### src/design/fsbr_consts.vh
/*
  Shared constants of the synchronous burst-read output control: register
  offsets and field positions, reset values and burst encodings.
  Assumes the word-addressed flash pins and a 32-bit classic Wishbone slave.
*/
// Operation
// - First burst word appears latency_count valid clock edges after the address strobe.
// - Unaligned start (address bits 3:0 nonzero) may cause end-of-wordline stall states.
// - Stall states after wordline end number zero to latency_count minus one; counts 2-15.
// - Stall line asserts high when wait_polarity set, low when cleared.
// - Stall line changes only on valid clock edges during an active bus cycle.
// - In synchronous mode with wait_delay_sel cleared, stall stays asserted until valid data is on the bus.
// - Synchronous non-array reads deassert stall with the same timing as array reads.
// - Non-array reads across wordline end behave correctly only on first access.
// - Asynchronous reads drive the stall line at its deasserted level.
// - Writes with output_enable_n high leave the stall line floating.
// - wait_delay_sel set deasserts stall one data cycle early; cleared, with data.
// - Only linear burst ordering exists; burst_sequence_sel reads back linear.
// - Wrapping 4/8/16 bursts count modulo length inside their aligned block.
// - No-wrap and continuous bursts increment straight across block boundaries.
// - read_mode_sel set selects asynchronous page reads, cleared synchronous bursts.
// - clock_edge_sel picks rising (default) or falling edge for data and stall.
// - Non-wrapping bursts starting 4-word aligned get no boundary delay.
`ifndef FSBR_CONSTS_VH
`define FSBR_CONSTS_VH

`define FSBR_ADR_W      8
`define FSBR_CFG_OFS    8'h00
`define FSBR_STAT_OFS   8'h04

`define FSBR_RM_BIT     0
`define FSBR_LC_LO      1
`define FSBR_LC_HI      4
`define FSBR_WP_BIT     5
`define FSBR_WD_BIT     6
`define FSBR_BS_BIT     7
`define FSBR_CE_BIT     8
`define FSBR_BW_BIT     9
`define FSBR_BL_LO      10
`define FSBR_BL_HI      12
`define FSBR_NA_BIT     13

`define FSBR_LC_RST     4'h3
`define FSBR_LC_MIN     4'h2
`define FSBR_BL_RST     3'h7
`define FSBR_BL_4       3'h1
`define FSBR_BL_8       3'h2
`define FSBR_BL_16      3'h3
`define FSBR_LEN_4      5'h04
`define FSBR_LEN_8      5'h08
`define FSBR_LEN_16     5'h10
`define FSBR_WORDS_MAX  5'h1F
`define FSBR_ROW_LSB_W  4

`endif

### src/design/fsbr_core.v
/*
  Synchronous burst-read output control of a parallel NOR flash: latency
  count, end-of-wordline stalls, stall-line polarity/delay/float and
  linear burst ordering, with a Wishbone read configuration register.
  Assumes the host drives flash clock and strobes as pins, and the array
  side answers array_addr_o combinationally on array_data_i.
*/
// The Wishbone slave port and the register addresses were chosen for this implementation.
`timescale 1ns/1ps
`include "fsbr_consts.vh"
module fsbr_core #(
  parameter AW = 24
) (
  input  wire                   clk_i,
  input  wire                   rst_i,
  input  wire                   wb_cyc_i,
  input  wire                   wb_stb_i,
  input  wire                   wb_we_i,
  input  wire [`FSBR_ADR_W-1:0] wb_adr_i,
  input  wire [3:0]             wb_sel_i,
  input  wire [31:0]            wb_dat_i,
  output wire [31:0]            wb_dat_o,
  output wire                   wb_ack_o,
  input  wire                   flash_clk_i,
  input  wire                   addr_valid_n_i,
  input  wire                   chip_enable_n_i,
  input  wire                   output_enable_n_i,
  input  wire                   reset_in_n_i,
  input  wire [AW-1:0]          addr_i,
  output wire [15:0]            data_bus_o,
  output wire                   data_bus_oe_o,
  output wire                   wait_o,
  output wire                   wait_oe_o,
  output wire [AW-1:0]          array_addr_o,
  input  wire [15:0]            array_data_i,
  output wire                   nonarray_o
);

  localparam [1:0] ST_IDLE  = 2'h0;
  localparam [1:0] ST_LAT   = 2'h1;
  localparam [1:0] ST_DATA  = 2'h2;
  localparam [1:0] ST_STALL = 2'h3;
  localparam       SW       = AW + 5;

  // Read configuration fields
  reg        read_mode_sel_q;
  reg [3:0]  latency_count_q;
  reg        wait_polarity_q;
  reg        wait_delay_sel_q;
  reg        clock_edge_sel_q;
  reg        burst_wrap_disable_q;
  reg [2:0]  burst_length_sel_q;
  reg        nonarray_q;

  // Bus slave state
  reg        ack_q;
  reg [31:0] rdat_q;

  // Pin sampling
  wire [SW-1:0] pin_s;
  wire          fclk_s;
  wire          adv_n_s;
  wire          ce_n_s;
  wire          oe_n_s;
  wire          rst_n_s;
  wire [AW-1:0] addr_s;
  reg           fclk_q;

  // Burst engine state
  reg [1:0]     st_q;
  reg [1:0]     st_d;
  reg [3:0]     cnt_q;
  reg [3:0]     cnt_d;
  reg [AW-1:0]  cur_q;
  reg [AW-1:0]  cur_d;
  reg [AW-1:0]  start_q;
  reg [AW-1:0]  start_d;
  reg [4:0]     words_q;
  reg [4:0]     words_d;
  reg           end_of_wordline_stall_q;
  reg           end_of_wordline_stall_d;
  reg [15:0]    data_q;
  reg [15:0]    data_d;
  reg           wait_q;
  reg           wait_d;
  reg           present;
  reg           look;

  wire          edge_rise;
  wire          edge_fall;
  wire          valid_edge;
  wire          step;
  wire          bus_act;
  wire [3:0]    lc_eff;
  wire [3:0]    lc_m1;
  reg  [3:0]    stall_n;
  reg  [4:0]    burst_len;
  reg           cont;
  wire          wrap_act;
  wire [3:0]    wrap_mask;
  wire [AW-1:0] nxt;
  wire          burst_end;
  wire          row_cross;

  // Every pin is a foreign level; reset values mirror a deselected bus held in flash reset
  fsbr_sync #(
    .W       (SW),
    .RST_VAL ({1'b0, 1'b1, 1'b1, 1'b1, 1'b0, {AW{1'b0}}})
  ) u_pin_sync (
    .clk_i (clk_i),
    .rst_i (rst_i),
    .d_i   ({flash_clk_i, addr_valid_n_i, chip_enable_n_i, output_enable_n_i, reset_in_n_i, addr_i}),
    .q_o   (pin_s)
  );

  assign fclk_s  = pin_s[AW+4];
  assign adv_n_s = pin_s[AW+3];
  assign ce_n_s  = pin_s[AW+2];
  assign oe_n_s  = pin_s[AW+1];
  assign rst_n_s = pin_s[AW];
  assign addr_s  = pin_s[AW-1:0];

  // Flash clock edge detection on the filtered copy
  always @(posedge clk_i) begin
    if (rst_i) begin
      fclk_q <= 1'b0;
    end else begin
      fclk_q <= fclk_s;
    end
  end

  assign edge_rise  = fclk_s & ~fclk_q;
  assign edge_fall  = ~fclk_s & fclk_q;
  assign valid_edge = clock_edge_sel_q ? edge_rise : edge_fall;
  assign step       = valid_edge & ~ce_n_s & rst_n_s;
  assign bus_act    = ~ce_n_s & ~oe_n_s & rst_n_s;

  // Codes 0 and 1 are unsupported; they run as the smallest legal count
  assign lc_eff = (latency_count_q < `FSBR_LC_MIN) ? `FSBR_LC_MIN : latency_count_q;
  assign lc_m1  = lc_eff - 4'h1;

  // Burst length decode; reserved codes behave as continuous
  always @* begin
    cont = 1'b0;
    case (burst_length_sel_q)
      `FSBR_BL_4:  burst_len = `FSBR_LEN_4;
      `FSBR_BL_8:  burst_len = `FSBR_LEN_8;
      `FSBR_BL_16: burst_len = `FSBR_LEN_16;
      default: begin
        burst_len = `FSBR_LEN_16;
        cont      = 1'b1;
      end
    endcase
  end

  // Stall length grows with the start offset in its 4-word group, capped at count-1
  always @* begin
    case (start_q[1:0])
      2'h0:    stall_n = 4'h0;
      2'h3:    stall_n = lc_m1;
      default: stall_n = ({2'h0, start_q[1:0]} < lc_m1) ? {2'h0, start_q[1:0]} : lc_m1;
    endcase
  end

  // Linear ordering only: wrap modulo length or plain increment
  assign wrap_act  = ~burst_wrap_disable_q & ~cont;
  assign wrap_mask = burst_len[3:0] - 4'h1;
  assign nxt = wrap_act ?
               {cur_q[AW-1:`FSBR_ROW_LSB_W], (cur_q[3:0] & ~wrap_mask) | ((cur_q[3:0] + 4'h1) & wrap_mask)} :
               cur_q + {{(AW-1){1'b0}}, 1'b1};

  assign burst_end = ~cont & (words_q == burst_len);
  assign row_cross = (cur_q[3:0] == 4'h0) & ~end_of_wordline_stall_q;

  // Burst engine next state; a burst advances only on valid clock edges of a selected chip
  always @* begin
    st_d    = st_q;
    cnt_d   = cnt_q;
    cur_d   = cur_q;
    start_d = start_q;
    words_d = words_q;
    end_of_wordline_stall_d  = end_of_wordline_stall_q;
    data_d  = data_q;
    wait_d  = wait_q;
    present = 1'b0;
    look    = 1'b0;
    if (read_mode_sel_q) begin
      // Asynchronous reads follow the latched address every cycle
      st_d   = ST_IDLE;
      data_d = array_data_i;
      if (~adv_n_s) begin
        cur_d = addr_s;
      end
    end else if (step) begin
      if (~adv_n_s) begin
        start_d = addr_s;
        cur_d   = addr_s;
        cnt_d   = lc_m1;
        words_d = 5'h00;
        end_of_wordline_stall_d  = (addr_s[3:0] == 4'h0) | wrap_act;
        st_d    = ST_LAT;
      end else begin
        case (st_q)
          ST_LAT, ST_STALL: begin
            if (cnt_q == 4'h1) begin
              present = 1'b1;
            end else begin
              cnt_d = cnt_q - 4'h1;
            end
          end
          ST_DATA: begin
            if (burst_end) begin
              st_d = ST_IDLE;
            end else if (row_cross) begin
              // Stall happens at most once per burst
              end_of_wordline_stall_d = 1'b1;
              if (stall_n != 4'h0) begin
                cnt_d = stall_n;
                st_d  = ST_STALL;
              end else begin
                present = 1'b1;
              end
            end else begin
              present = 1'b1;
            end
          end
          default: ;
        endcase
      end
      if (present) begin
        data_d = array_data_i;
        cur_d  = nxt;
        st_d   = ST_DATA;
        if (words_q != `FSBR_WORDS_MAX) begin
          words_d = words_q + 5'h01;
        end
      end
      // Will the following valid edge hold valid data?
      case (st_d)
        ST_DATA:  look = (~cont & (words_d == burst_len)) | ~((cur_d[3:0] == 4'h0) & ~end_of_wordline_stall_d & (stall_n != 4'h0));
        ST_LAT:   look = (cnt_d == 4'h1);
        ST_STALL: look = (cnt_d == 4'h1);
        default:  look = 1'b0;
      endcase
      // Idle after a finished burst still carries the last valid word
      if (wait_delay_sel_q) begin
        wait_d = ~(look | ((st_d == ST_IDLE) & (words_d != 5'h00)));
      end else begin
        wait_d = ~((st_d == ST_DATA) | ((st_d == ST_IDLE) & (words_d != 5'h00)));
      end
    end
    // Deselect or flash reset abandons the burst
    if (ce_n_s | ~rst_n_s) begin
      st_d   = ST_IDLE;
      wait_d = 1'b1;
    end
  end

  // Burst engine registers
  always @(posedge clk_i) begin
    if (rst_i) begin
      st_q    <= ST_IDLE;
      cnt_q   <= 4'h0;
      cur_q   <= {AW{1'b0}};
      start_q <= {AW{1'b0}};
      words_q <= 5'h00;
      end_of_wordline_stall_q  <= 1'b1;
      data_q  <= 16'h0000;
      wait_q  <= 1'b1;
    end else begin
      st_q    <= st_d;
      cnt_q   <= cnt_d;
      cur_q   <= cur_d;
      start_q <= start_d;
      words_q <= words_d;
      end_of_wordline_stall_q  <= end_of_wordline_stall_d;
      data_q  <= data_d;
      wait_q  <= wait_d;
    end
  end

  // Pin drivers; both float unless chip and output are enabled and flash reset is released
  assign data_bus_o    = data_q;
  assign data_bus_oe_o = bus_act;
  assign wait_oe_o     = bus_act;
  // Asserted level is the polarity bit; async mode shows the idle level
  assign wait_o = (read_mode_sel_q | ~wait_q) ? ~wait_polarity_q : wait_polarity_q;
  assign array_addr_o = cur_q;
  assign nonarray_o   = nonarray_q;

  // Wishbone slave: one wait state, ack for one cycle, unmapped reads zero
  always @(posedge clk_i) begin
    if (rst_i) begin
      ack_q  <= 1'b0;
      rdat_q <= 32'h00000000;
    end else begin
      ack_q <= wb_cyc_i & wb_stb_i & ~ack_q;
      if (wb_cyc_i & wb_stb_i & ~ack_q) begin
        case (wb_adr_i)
          `FSBR_CFG_OFS: begin
            rdat_q <= 32'h00000000;
            rdat_q[`FSBR_RM_BIT]             <= read_mode_sel_q;
            rdat_q[`FSBR_LC_HI:`FSBR_LC_LO]  <= latency_count_q;
            rdat_q[`FSBR_WP_BIT]             <= wait_polarity_q;
            rdat_q[`FSBR_WD_BIT]             <= wait_delay_sel_q;
            rdat_q[`FSBR_BS_BIT]             <= 1'b0;
            rdat_q[`FSBR_CE_BIT]             <= clock_edge_sel_q;
            rdat_q[`FSBR_BW_BIT]             <= burst_wrap_disable_q;
            rdat_q[`FSBR_BL_HI:`FSBR_BL_LO]  <= burst_length_sel_q;
            rdat_q[`FSBR_NA_BIT]             <= nonarray_q;
          end
          `FSBR_STAT_OFS: rdat_q <= {24'h000000, words_q, wait_q, st_q};
          default:        rdat_q <= 32'h00000000;
        endcase
      end
    end
  end

  assign wb_ack_o = ack_q;
  assign wb_dat_o = rdat_q;

  // Configuration writes land on the edge that the master sees ack
  always @(posedge clk_i) begin
    if (rst_i) begin
      read_mode_sel_q      <= 1'b1;
      latency_count_q      <= `FSBR_LC_RST;
      wait_polarity_q      <= 1'b1;
      wait_delay_sel_q     <= 1'b1;
      clock_edge_sel_q     <= 1'b1;
      burst_wrap_disable_q <= 1'b1;
      burst_length_sel_q   <= `FSBR_BL_RST;
      nonarray_q           <= 1'b0;
    end else if (wb_cyc_i & wb_stb_i & wb_we_i & ack_q & (wb_adr_i == `FSBR_CFG_OFS)) begin
      if (wb_sel_i[0]) begin
        read_mode_sel_q  <= wb_dat_i[`FSBR_RM_BIT];
        latency_count_q  <= wb_dat_i[`FSBR_LC_HI:`FSBR_LC_LO];
        wait_polarity_q  <= wb_dat_i[`FSBR_WP_BIT];
        wait_delay_sel_q <= wb_dat_i[`FSBR_WD_BIT];
      end
      if (wb_sel_i[1]) begin
        clock_edge_sel_q     <= wb_dat_i[`FSBR_CE_BIT];
        burst_wrap_disable_q <= wb_dat_i[`FSBR_BW_BIT];
        burst_length_sel_q   <= wb_dat_i[`FSBR_BL_HI:`FSBR_BL_LO];
        nonarray_q           <= wb_dat_i[`FSBR_NA_BIT];
      end
    end
  end

endmodule

### src/design/fsbr_sync.v
/*
  Three-stage input synchroniser for a vector of pins; a bit changes only
  once the second and third stages agree.
  Assumes each bit is an independent level from outside the clock domain.
*/
`timescale 1ns/1ps
module fsbr_sync #(
  parameter         W       = 1,
  parameter [W-1:0] RST_VAL = {W{1'b0}}
) (
  input  wire         clk_i,
  input  wire         rst_i,
  input  wire [W-1:0] d_i,
  output wire [W-1:0] q_o
);

  genvar g;
  generate
    for (g = 0; g < W; g = g + 1) begin : g_bit
      reg s1_q;
      reg s2_q;
      reg s3_q;
      reg out_q;
      // Stage one feeds stage two only; agreement of two and three filters glitches
      always @(posedge clk_i) begin
        if (rst_i) begin
          s1_q  <= RST_VAL[g];
          s2_q  <= RST_VAL[g];
          s3_q  <= RST_VAL[g];
          out_q <= RST_VAL[g];
        end else begin
          s1_q <= d_i[g];
          s2_q <= s1_q;
          s3_q <= s2_q;
          if (s2_q == s3_q) begin
            out_q <= s3_q;
          end
        end
      end
      assign q_o[g] = out_q;
    end
  endgenerate

endmodule

### config.mk
export PLATFORM = sky130hd
export DESIGN_NAME = fsbr_core
export DESIGN_NICKNAME = d
export VERILOG_FILES = /design/src/design/fsbr_core.v /design/src/design/fsbr_sync.v
export VERILOG_INCLUDE_DIRS = /design/src /design/src/design
export SDC_FILE = /design/constraint.sdc
export NUM_CORES = 1
export LEC_CHECK = 0
export ABC_AREA = 0
export BUFFER_PORTS_ARGS = -buffer_cell sky130_fd_sc_hd__buf_2
export CORE_UTILIZATION = 25
export CTS_CLUSTER_SIZE = 30
export DETAILED_ROUTE_END_ITERATION = 10
export PLACE_DENSITY = 0.43
export SLEW_MARGIN = 20
export SYNTH_ARGS = -nofsm -noshare
export SYNTH_HDL_FRONTEND = slang
export SYNTH_HIERARCHICAL = 1
export SYNTH_SLANG_ARGS = --single-unit
### constraint.sdc
create_clock -name clk_i -period 4.1 [get_ports clk_i]
set_input_delay 0.205 -clock clk_i [delete_from_list [all_inputs] [get_ports clk_i]]
set_output_delay 0.205 -clock clk_i [all_outputs]
set_load 0.005 [all_outputs]
==> summary.txt, run 1 <==
Global routing
  – Gr ovfl total: 0
  – Total GRT Usage: 12.5%
  – Initial antenna violation count: 0
  – Vias in the first global route: between 6000 and 7000
  – Largest net degree at the start of global routing: around 130
  – First-pass GRT wire length: 37.3 mm

Finish
  – Nets: 1255
  – Fill cells: around 3800
  – Most frequent cells in the layout: 199 x dfxtp_1, 130 x buf_2, 86 x nor2_1
  – Design Area, Final: approximately 0.011 mm²
  – Final non-filler cell total: around 1600
  – Synthesis-to-layout area growth: 21.9%
  – Commonest non-fill, non-tap cell in the layout: dfxtp_1
  – Layout cells sized above 1: between 20% and 30%
  – Inserted Diodes: 0
  – Core Util, Final: a little over 30%

Timing
  – Post-route setup slack: ~330 ps
  – Worst Tran Pin Value: 953 ps
  – Minimum clock period: 3770 ps
  – Fin crit share: about nine tenths
  – Final hold vios: 0
  – Setup Skew: between 15 and 20 ps
  – Max Clock Freq: around 270 MHz
  – Relative slew slack: between 30% and 40%
  – RSZ-0062 raised after global routing: true
  – Setup Viol. Count Final: 0
  – Max Slew Vio Count: 0

Synth
  – Top FF cell, synth: dfxtp_1
  – Seq/Total Area, Yosys: a little over two fifths
  – Syn Area/Cell: 9.13 µm²
  – Netlist Area Pre-Place: a little over 0.009 mm²
  – Synth warn: 6
  – Syn Inst Count: approximately 1000
  – Async SR Flop Fraction: 0%
  – Unique masters post-synth: just over 90
  – Post-synth EDFFs: 0
  – FF+latch count, synth: 200

Power and ir drop
  – Pleak: 4.59 nW
  – Max rail drop VDD: approximately 0.34 mV
  – PwrDens: 347 mW/mm²

Clock tree
  – Clock Tree Root: clkbuf_16
  – Maximum root-to-sink buffer count: 2
  – H-tree Lvls: 4
  – Total CTS buffers: 17
  – Clk slew on worst S/H paths: approximately 80 ps
  – Skew-Pair Late Insertion Delay: 450 ps
  – CTS tree: built
  – Postcts setup bufs: 0
  – CTS resizes: 0
  – Sinks on Clock Net: 200

Setup path
  – Largest fanout on the critical path: 26
  – Top cell by count, worst path: ha_1
  – CP Capture Type: flip-flop
  – Critical path data required time: 4480 ps
  – Reg2Reg Setup Slack: about 330 ps
  – Crit-path slowest cell: o2111ai_4
  – CP cell instances: o31ai_2, ha_1, ha_1, o21ai_0, o21bai_1, a21oi_1, o22ai_2, nor3_4, o2111ai_4, buf_4, o32ai_2, a22oi_1, nor2_1
  – Setup CP Type: flip-flop to flip-flop
  – FF-to-FF Start: latency_count_q[2]$_SDFFE_PP0P_
  – Crit path buffers/inverters: 1
  – Crit path DAT: between 4000 and 5000 ps
  – Critical path launch point type: flip-flop
  – Delay-heaviest family, CP: compound AO/OA/AOI/OAI gates
  – Worst path max stage delay: between 400 and 500 ps
  – Reg2Reg Depth: 13
  – Critical register-to-register path endpoint: array_addr_o[9]$_SDFFE_PP0P_

Die
  – Die Height: about 190 µm
  – Number of I/O pins: 171
  – DIE WIDTH: 193 µm
  – Die Footprint: approximately 0.037 mm²
  – FP Rows: between 60 and 70
  – Initial core utilization: around a quarter
  – Core Area: 0.0358 mm²

Routing
  – Drt via density: between 4 and 5
  – Wire per inst: about 14 µm
  – First-pass DRT Iterations: 10
  – Met3 WL: 1.09 mm
  – Final ANT Viol Nets: 0
  – Via Count: around 7300
  – Met2 wire len: about 11 mm
  – DR DRC count: 9
  – DRT iter0 DRCs: 360
  – Top Metal Used: met4
  – WL met1: around 11 mm
  – Drt total wl: between 20 and 25 mm

Run
  – Max_cap viols: 0

Run status
  – Violated checks: design-rule violations
  – Status: complete, but fails checks

Min path
  – Hold crit path type: input port to flip-flop
  – Hold Path End: u_pin_sync/g_bit[4].s1_q$_SDFF_PP0_
  – Worst hold stages: 2
  – Hold Crit Start: addr_i[4]

Placed design
  – PortBufs: between 100 and 150
  – GP Congestion: approximately 0.8
  – Worst slack, placed: 342 ps
  – Post-placement cell count: approximately 1500
  – DP Wirelength: 15.8 mm
  – Dpl cell area: between 0.009 and 0.01 mm²
[layer usage]
layer,GRT usage (%),up-vias
met2,20.6,133
met4,3.70,0
met3,3.45,14
met1,16.0,3406
met5,0,-
li1,-,3754
[per-stage QoR]
| step | setup TNS [ps] | total power [mW] | hold slack, ps |
|---|---|---|---|
| floorplan | 0 | 2.14 | 302 |
| global placement | 0 | 2.18 | 381 |
| detailed placement | 0 | 2.18 | 386 |
| CTS | 0 | 3.96 | 1.61 |
| global route | -0.250 | 4.05 | 10.7 |
| finish | 0 | 3.87 | 33.0 |
[cell usage after synthesis, types with 13 or more instances]
library cell / count / area [µm²]
dfxtp_1: 200 / 4000
nor2_1: 86 / 323
nand2_1: 77 / 289
a21oi_1: 72 / 360
o21ai_0: 54 / 270
buf_4: 50 / 375
mux2i_1: 48 / 480
nor2b_1: 45 / 282
and2b_1: 42 / 315
clkbuf_1: 35 / 131
nand3_1: 25 / 125
inv_1: 22 / 82.6
a22oi_1: 15 / 113
nor3_1: 15 / 75.1
nand2b_1: 13 / 81.3
[how the worst max path moves through the flow]
stage                                       startpoint                            end  slack (ps)  cells past startpoint
global route           latency_count_q[2]$_SDFFE_PP0P_  array_addr_o[17]$_SDFFE_PP0P_        -0.3                     13
CTS                    latency_count_q[2]$_SDFFE_PP0P_   array_addr_o[4]$_SDFFE_PP0P_         300                     13
floorplan           burst_length_sel_q[0]$_SDFFE_PP1P_            wait_q$_SDFFE_PP1P_         770                     13
finish                 latency_count_q[2]$_SDFFE_PP0P_   array_addr_o[9]$_SDFFE_PP0P_         330                     13
global placement       latency_count_q[2]$_SDFFE_PP0P_   array_addr_o[4]$_SDFFE_PP0P_         370                     13
detailed placement     latency_count_q[2]$_SDFFE_PP0P_  array_addr_o[14]$_SDFFE_PP0P_         340                     13
[worst register-to-register path, cell delays in order, from the launching register on]
cell,delay [ps]
dfxtp_1,380
o31ai_2,410
ha_1,370
ha_1,310
o21ai_0,80
o21bai_1,100
a21oi_1,260
o22ai_2,180
nor3_4,380
o2111ai_4,450
buf_4,330
o32ai_2,240
a22oi_1,120
nor2_1,110
[registers in the layout, summed over array words and instances, names as in the netlist]
signal and count:
u_pin_sync/g_bit.out_q 29, u_pin_sync/g_bit.s1_q 29, u_pin_sync/g_bit.s2_q 29, u_pin_sync/g_bit.s3_q 29, array_addr_o 24, data_bus_o 16, wb_dat_o 14, words_q 5
cnt_q 4, latency_count_q 4, burst_length_sel_q 3, st_q 2, start_q 2, burst_wrap_disable_q 1, clock_edge_sel_q 1, end_of_wordline_stall_q 1
fclk_q 1, nonarray_o 1, read_mode_sel_q 1, wait_delay_sel_q 1, wait_polarity_q 1, wait_q 1, wb_ack_o 1
[cell type report]
class | count | area (µm²) | area share [%]
clock inverters | 14 | 160 | 1.44
clock buffers | 17 | 425 | 3.81
repair buffers | 212 | 1410 | 12.7
well taps | 461 | 577 | 5.17
multi-input cells | 696 | 4490 | 40.2
inverters | 23 | 86.3 | 0.774
flip-flops and latches | 200 | 4010 | 35.9
[power breakdown]
group / switching [mW] / total (mW) / internal, mW
clock network: 0.837 / 1.70 / 0.864
logic: 0.0734 / 0.173 / 0.0991
registers: 0.0163 / 2.00 / 1.99
[repair_timing]
item                                   CTS  global route
setup endpoints to repair                0             3
hold buffers                            57             0
endpoints found under the hold margin   57             0
[cells by family (layout without fill, tap and decap cells)]
kind of cell | after synthesis | count (layout) | synth area share (%)
flops | 200 | 200 | 43.7
xor+xnor | 8 | 8 | 0.766
other cells | 1 | 18 | 0.0410
compound gates | 243 | 243 | 18.6
simple gates | 361 | 361 | 21.3
fa+ha+maj | 11 | 11 | 1.50
mux | 55 | 55 | 6.15
buf+inv | 124 | 266 | 7.90
Note: power is estimated with default switching activity, not from simulation.
==> run 2, diff against run 1 <==
--- a/config.mk
+++ b/config.mk
@@ -11,7 +11,8 @@
 export CORE_UTILIZATION = 25
 export CTS_CLUSTER_SIZE = 30
 export DETAILED_ROUTE_END_ITERATION = 10
-export PLACE_DENSITY = 0.43
+export GPL_ROUTABILITY_DRIVEN = 0
+export PLACE_DENSITY_LB_ADDON = 0.05
 export SLEW_MARGIN = 20
 export SYNTH_ARGS = -nofsm -noshare
 export SYNTH_HDL_FRONTEND = slang
==> constraint.sdc (replaced) <==
create_clock -name clk_i -period 4.1 [get_ports clk_i]
set_input_delay 0.82 -clock clk_i [delete_from_list [all_inputs] [get_ports clk_i]]
set_output_delay 0.82 -clock clk_i [all_outputs]
set_load 0.005 [all_outputs]
==> run 2 against run 1 <==
  * The flow still finishes with violations (design-rule violations)
  * Via count is 2.8% lower
  * Wire length rose by 6.3%
  * Utilization down 1.4 points
  * Clock skew down 5.4 ps
  * Clock-buffer cell count rose by 2
  * Sequential share of layout area rose by 1.6 points
  * Critical endpoint is now wait_q$_SDFFE_PP1P_
  * Largest cell class unchanged
==> summary.txt, run 2 (synthesis gave the netlist of run 1 again) <==
Run status
  – Status: complete, but fails checks
  – Violated checks: design-rule violations

Finish
  – Nets: between 1000 and 1500
  – Layout cells sized above 1: between 20 and 25%
  – Synthesis-to-layout area growth: 16.6%
  – Final non-filler cell total: about 1600
  – Inserted Diodes: 0
  – Commonest non-fill, non-tap cell in the layout: dfxtp_1
  – Fill cells: ~3800
  – Most frequent cells in the layout: 199 x dfxtp_1, 130 x buf_2, 86 x nor2_1

Clock tree
  – Skew-Pair Late Insertion Delay: approximately 450 ps
  – Total CTS buffers: 17
  – CTS tree: built
  – CTS resizes: 0
  – Clock Tree Root: clkbuf_16
  – Clk slew on worst S/H paths: roughly 80 ps
  – Hold Buf Count CTS: 0
  – H-tree Lvls: 4
  – Maximum root-to-sink buffer count: 2
  – Postcts setup bufs: 0
  – Sinks on Clock Net: 200

Min path
  – Hold crit path type: flip-flop to flip-flop
  – Hold Crit Start: u_pin_sync/g_bit[27].s1_q$_SDFF_PP1_

Die
  – Number of I/O pins: about 170
  – Die Footprint: between 0.03 and 0.04 mm²
  – Die Height: roughly 190 µm
  – FP Rows: between 60 and 70
  – DIE WIDTH: around 190 µm
  – Core Area: between 0.03 and 0.04 mm²
  – Initial core utilization: between 20% and 30%

Placed design
  – DP Wirelength: approximately 17 mm
  – PortBufs: approximately 130
  – Post-placement cell count: roughly 1500

Power and ir drop
  – Max rail drop VDD: about 0.28 mV
  – Total Power: between 3 and 4 mW
  – PwrDens: approximately 370 mW/mm²
  – Pleak: approximately 4.4 nW

Run
  – Max_cap viols: 0

Setup path
  – Setup CP Type: flip-flop to flip-flop
  – Crit path buffers/inverters: 1
  – Crit-path slowest cell: or3b_4
  – Delay-heaviest family, CP: compound AO/OA/AOI/OAI gates
  – Worst path max stage delay: approximately 420 ps
  – Critical path launch point type: flip-flop
  – CP Capture Type: flip-flop
  – Worst Setup SP: burst_length_sel_q[0]$_SDFFE_PP1P_
  – Largest fanout on the critical path: 5
  – FF-to-FF Start: burst_length_sel_q[0]$_SDFFE_PP1P_
  – Critical path data required time: 4500 ps
  – Crit path DAT: between 4000 and 5000 ps
  – CP cell instances: or3b_4, ha_1, or3b_1, a21oi_1, o21a_2, o21ai_4, nor3_4, buf_4, o221a_4, mux2_4, a2111oi_4, o311ai_1, nand2_1

Routing
  – Drt total wl: 24.6 mm
  – Final ANT Viol Nets: 0
  – First-pass DRT Iterations: 7
  – Wire per inst: 15.7 µm
  – Drt via density: 4.53
  – DR DRC count: 6
  – Via Count: approximately 7100
  – DRT iter0 DRCs: 413

Global routing
  – Gr ovfl total: 0
  – Vias in the first global route: roughly 6900
  – First-pass GRT wire length: ~40 mm
  – Total GRT Usage: 13.3%
  – Largest net degree at the start of global routing: 83
  – Initial antenna violation count: 0

Timing
  – Setup TNS: 0 ps
  – Minimum clock period: roughly 3600 ps
  – Relative slew slack: a little under three fifths
  – Max Slew Vio Count: 0
  – Fin crit share: 88.4%
  – Final hold vios: 0
  – Setup Viol. Count Final: 0
  – RSZ-0062 raised after global routing: false
  – Worst Tran Pin Value: around 660 ps
  – Setup Skew: 11.8 ps
  – Max Clock Freq: 276 MHz
[run 2: cell count changes in the layout (fill, tap and decap cells not counted), sizes merged]
cell	delta
bufinv	+1
buf	+2
clkinv	+1
dlygate4sd3	-57
inv	-3
clkbuf	+2
[run 2: through the flow]
step / hold WS [ps] / worst slack (ps) / utilization (%) / instance area [µm²]
floorplan: 383 / 767 / - / 9220
global placement: 386 / 489 / 28.1 / 10100
detailed placement: 395 / 500 / 28.1 / 10100
CTS: 414 / 464 / 29.8 / 10700
global route: 427 / 200 / 29.8 / 10700
finish: 408 / 474 / 29.8 / 10700
[run 2: per-layer routing]
layer	vias up	GRT usage (%)	share of wire [%]
met3	16	3.42	3.4
met4	0	3.88	0.95
met5	-	0	0
met1	3369	17.2	48
li1	3634	-	-
met2	87	21.9	48
[run 2: area by class of cell]
| type | instances | area [µm²] | share of cell area [%] |
|---|---|---|---|
| multi-input combinational | 696 | 4490 | 42.1 |
| sequential | 200 | 4010 | 37.5 |
| timing repair buffer | 157 | 895 | 8.39 |
| tap | 461 | 577 | 5.41 |
| clock buffer | 19 | 453 | 4.25 |
| clock inverter | 13 | 164 | 1.54 |
| inverter | 23 | 86.3 | 0.809 |
[run 2: power by group]
group	switching, mW	internal (mW)	total (mW)	leakage [nW]
combinational	0.0683	0.0649	0.133	2.47
sequential	0.0165	1.98	2.00	1.63
clock	0.832	0.950	1.78	0.297
[run 2: worst register-to-register path: stages, from the launching register on]
cell and delay (ps):
dfxtp_1 340, or3b_4 420, ha_1 290, or3b_1 370, a21oi_1 170, o21a_2 200, o21ai_4 110, nor3_4 310
buf_4 200, o221a_4 210, mux2_4 310, a2111oi_4 410, o311ai_1 160, nand2_1 80
[run 2: worst paths after layout]
check             cells past startpoint                                    to  slack [ps]
setup / recovery                     13                   wait_q$_SDFFE_PP1P_         470
hold / removal                        1  u_pin_sync/g_bit[27].s2_q$_SDFF_PP1_         410
setup reg to reg                     13                   wait_q$_SDFFE_PP1P_         470
hold reg to reg                       1  u_pin_sync/g_bit[27].s2_q$_SDFF_PP1_         410
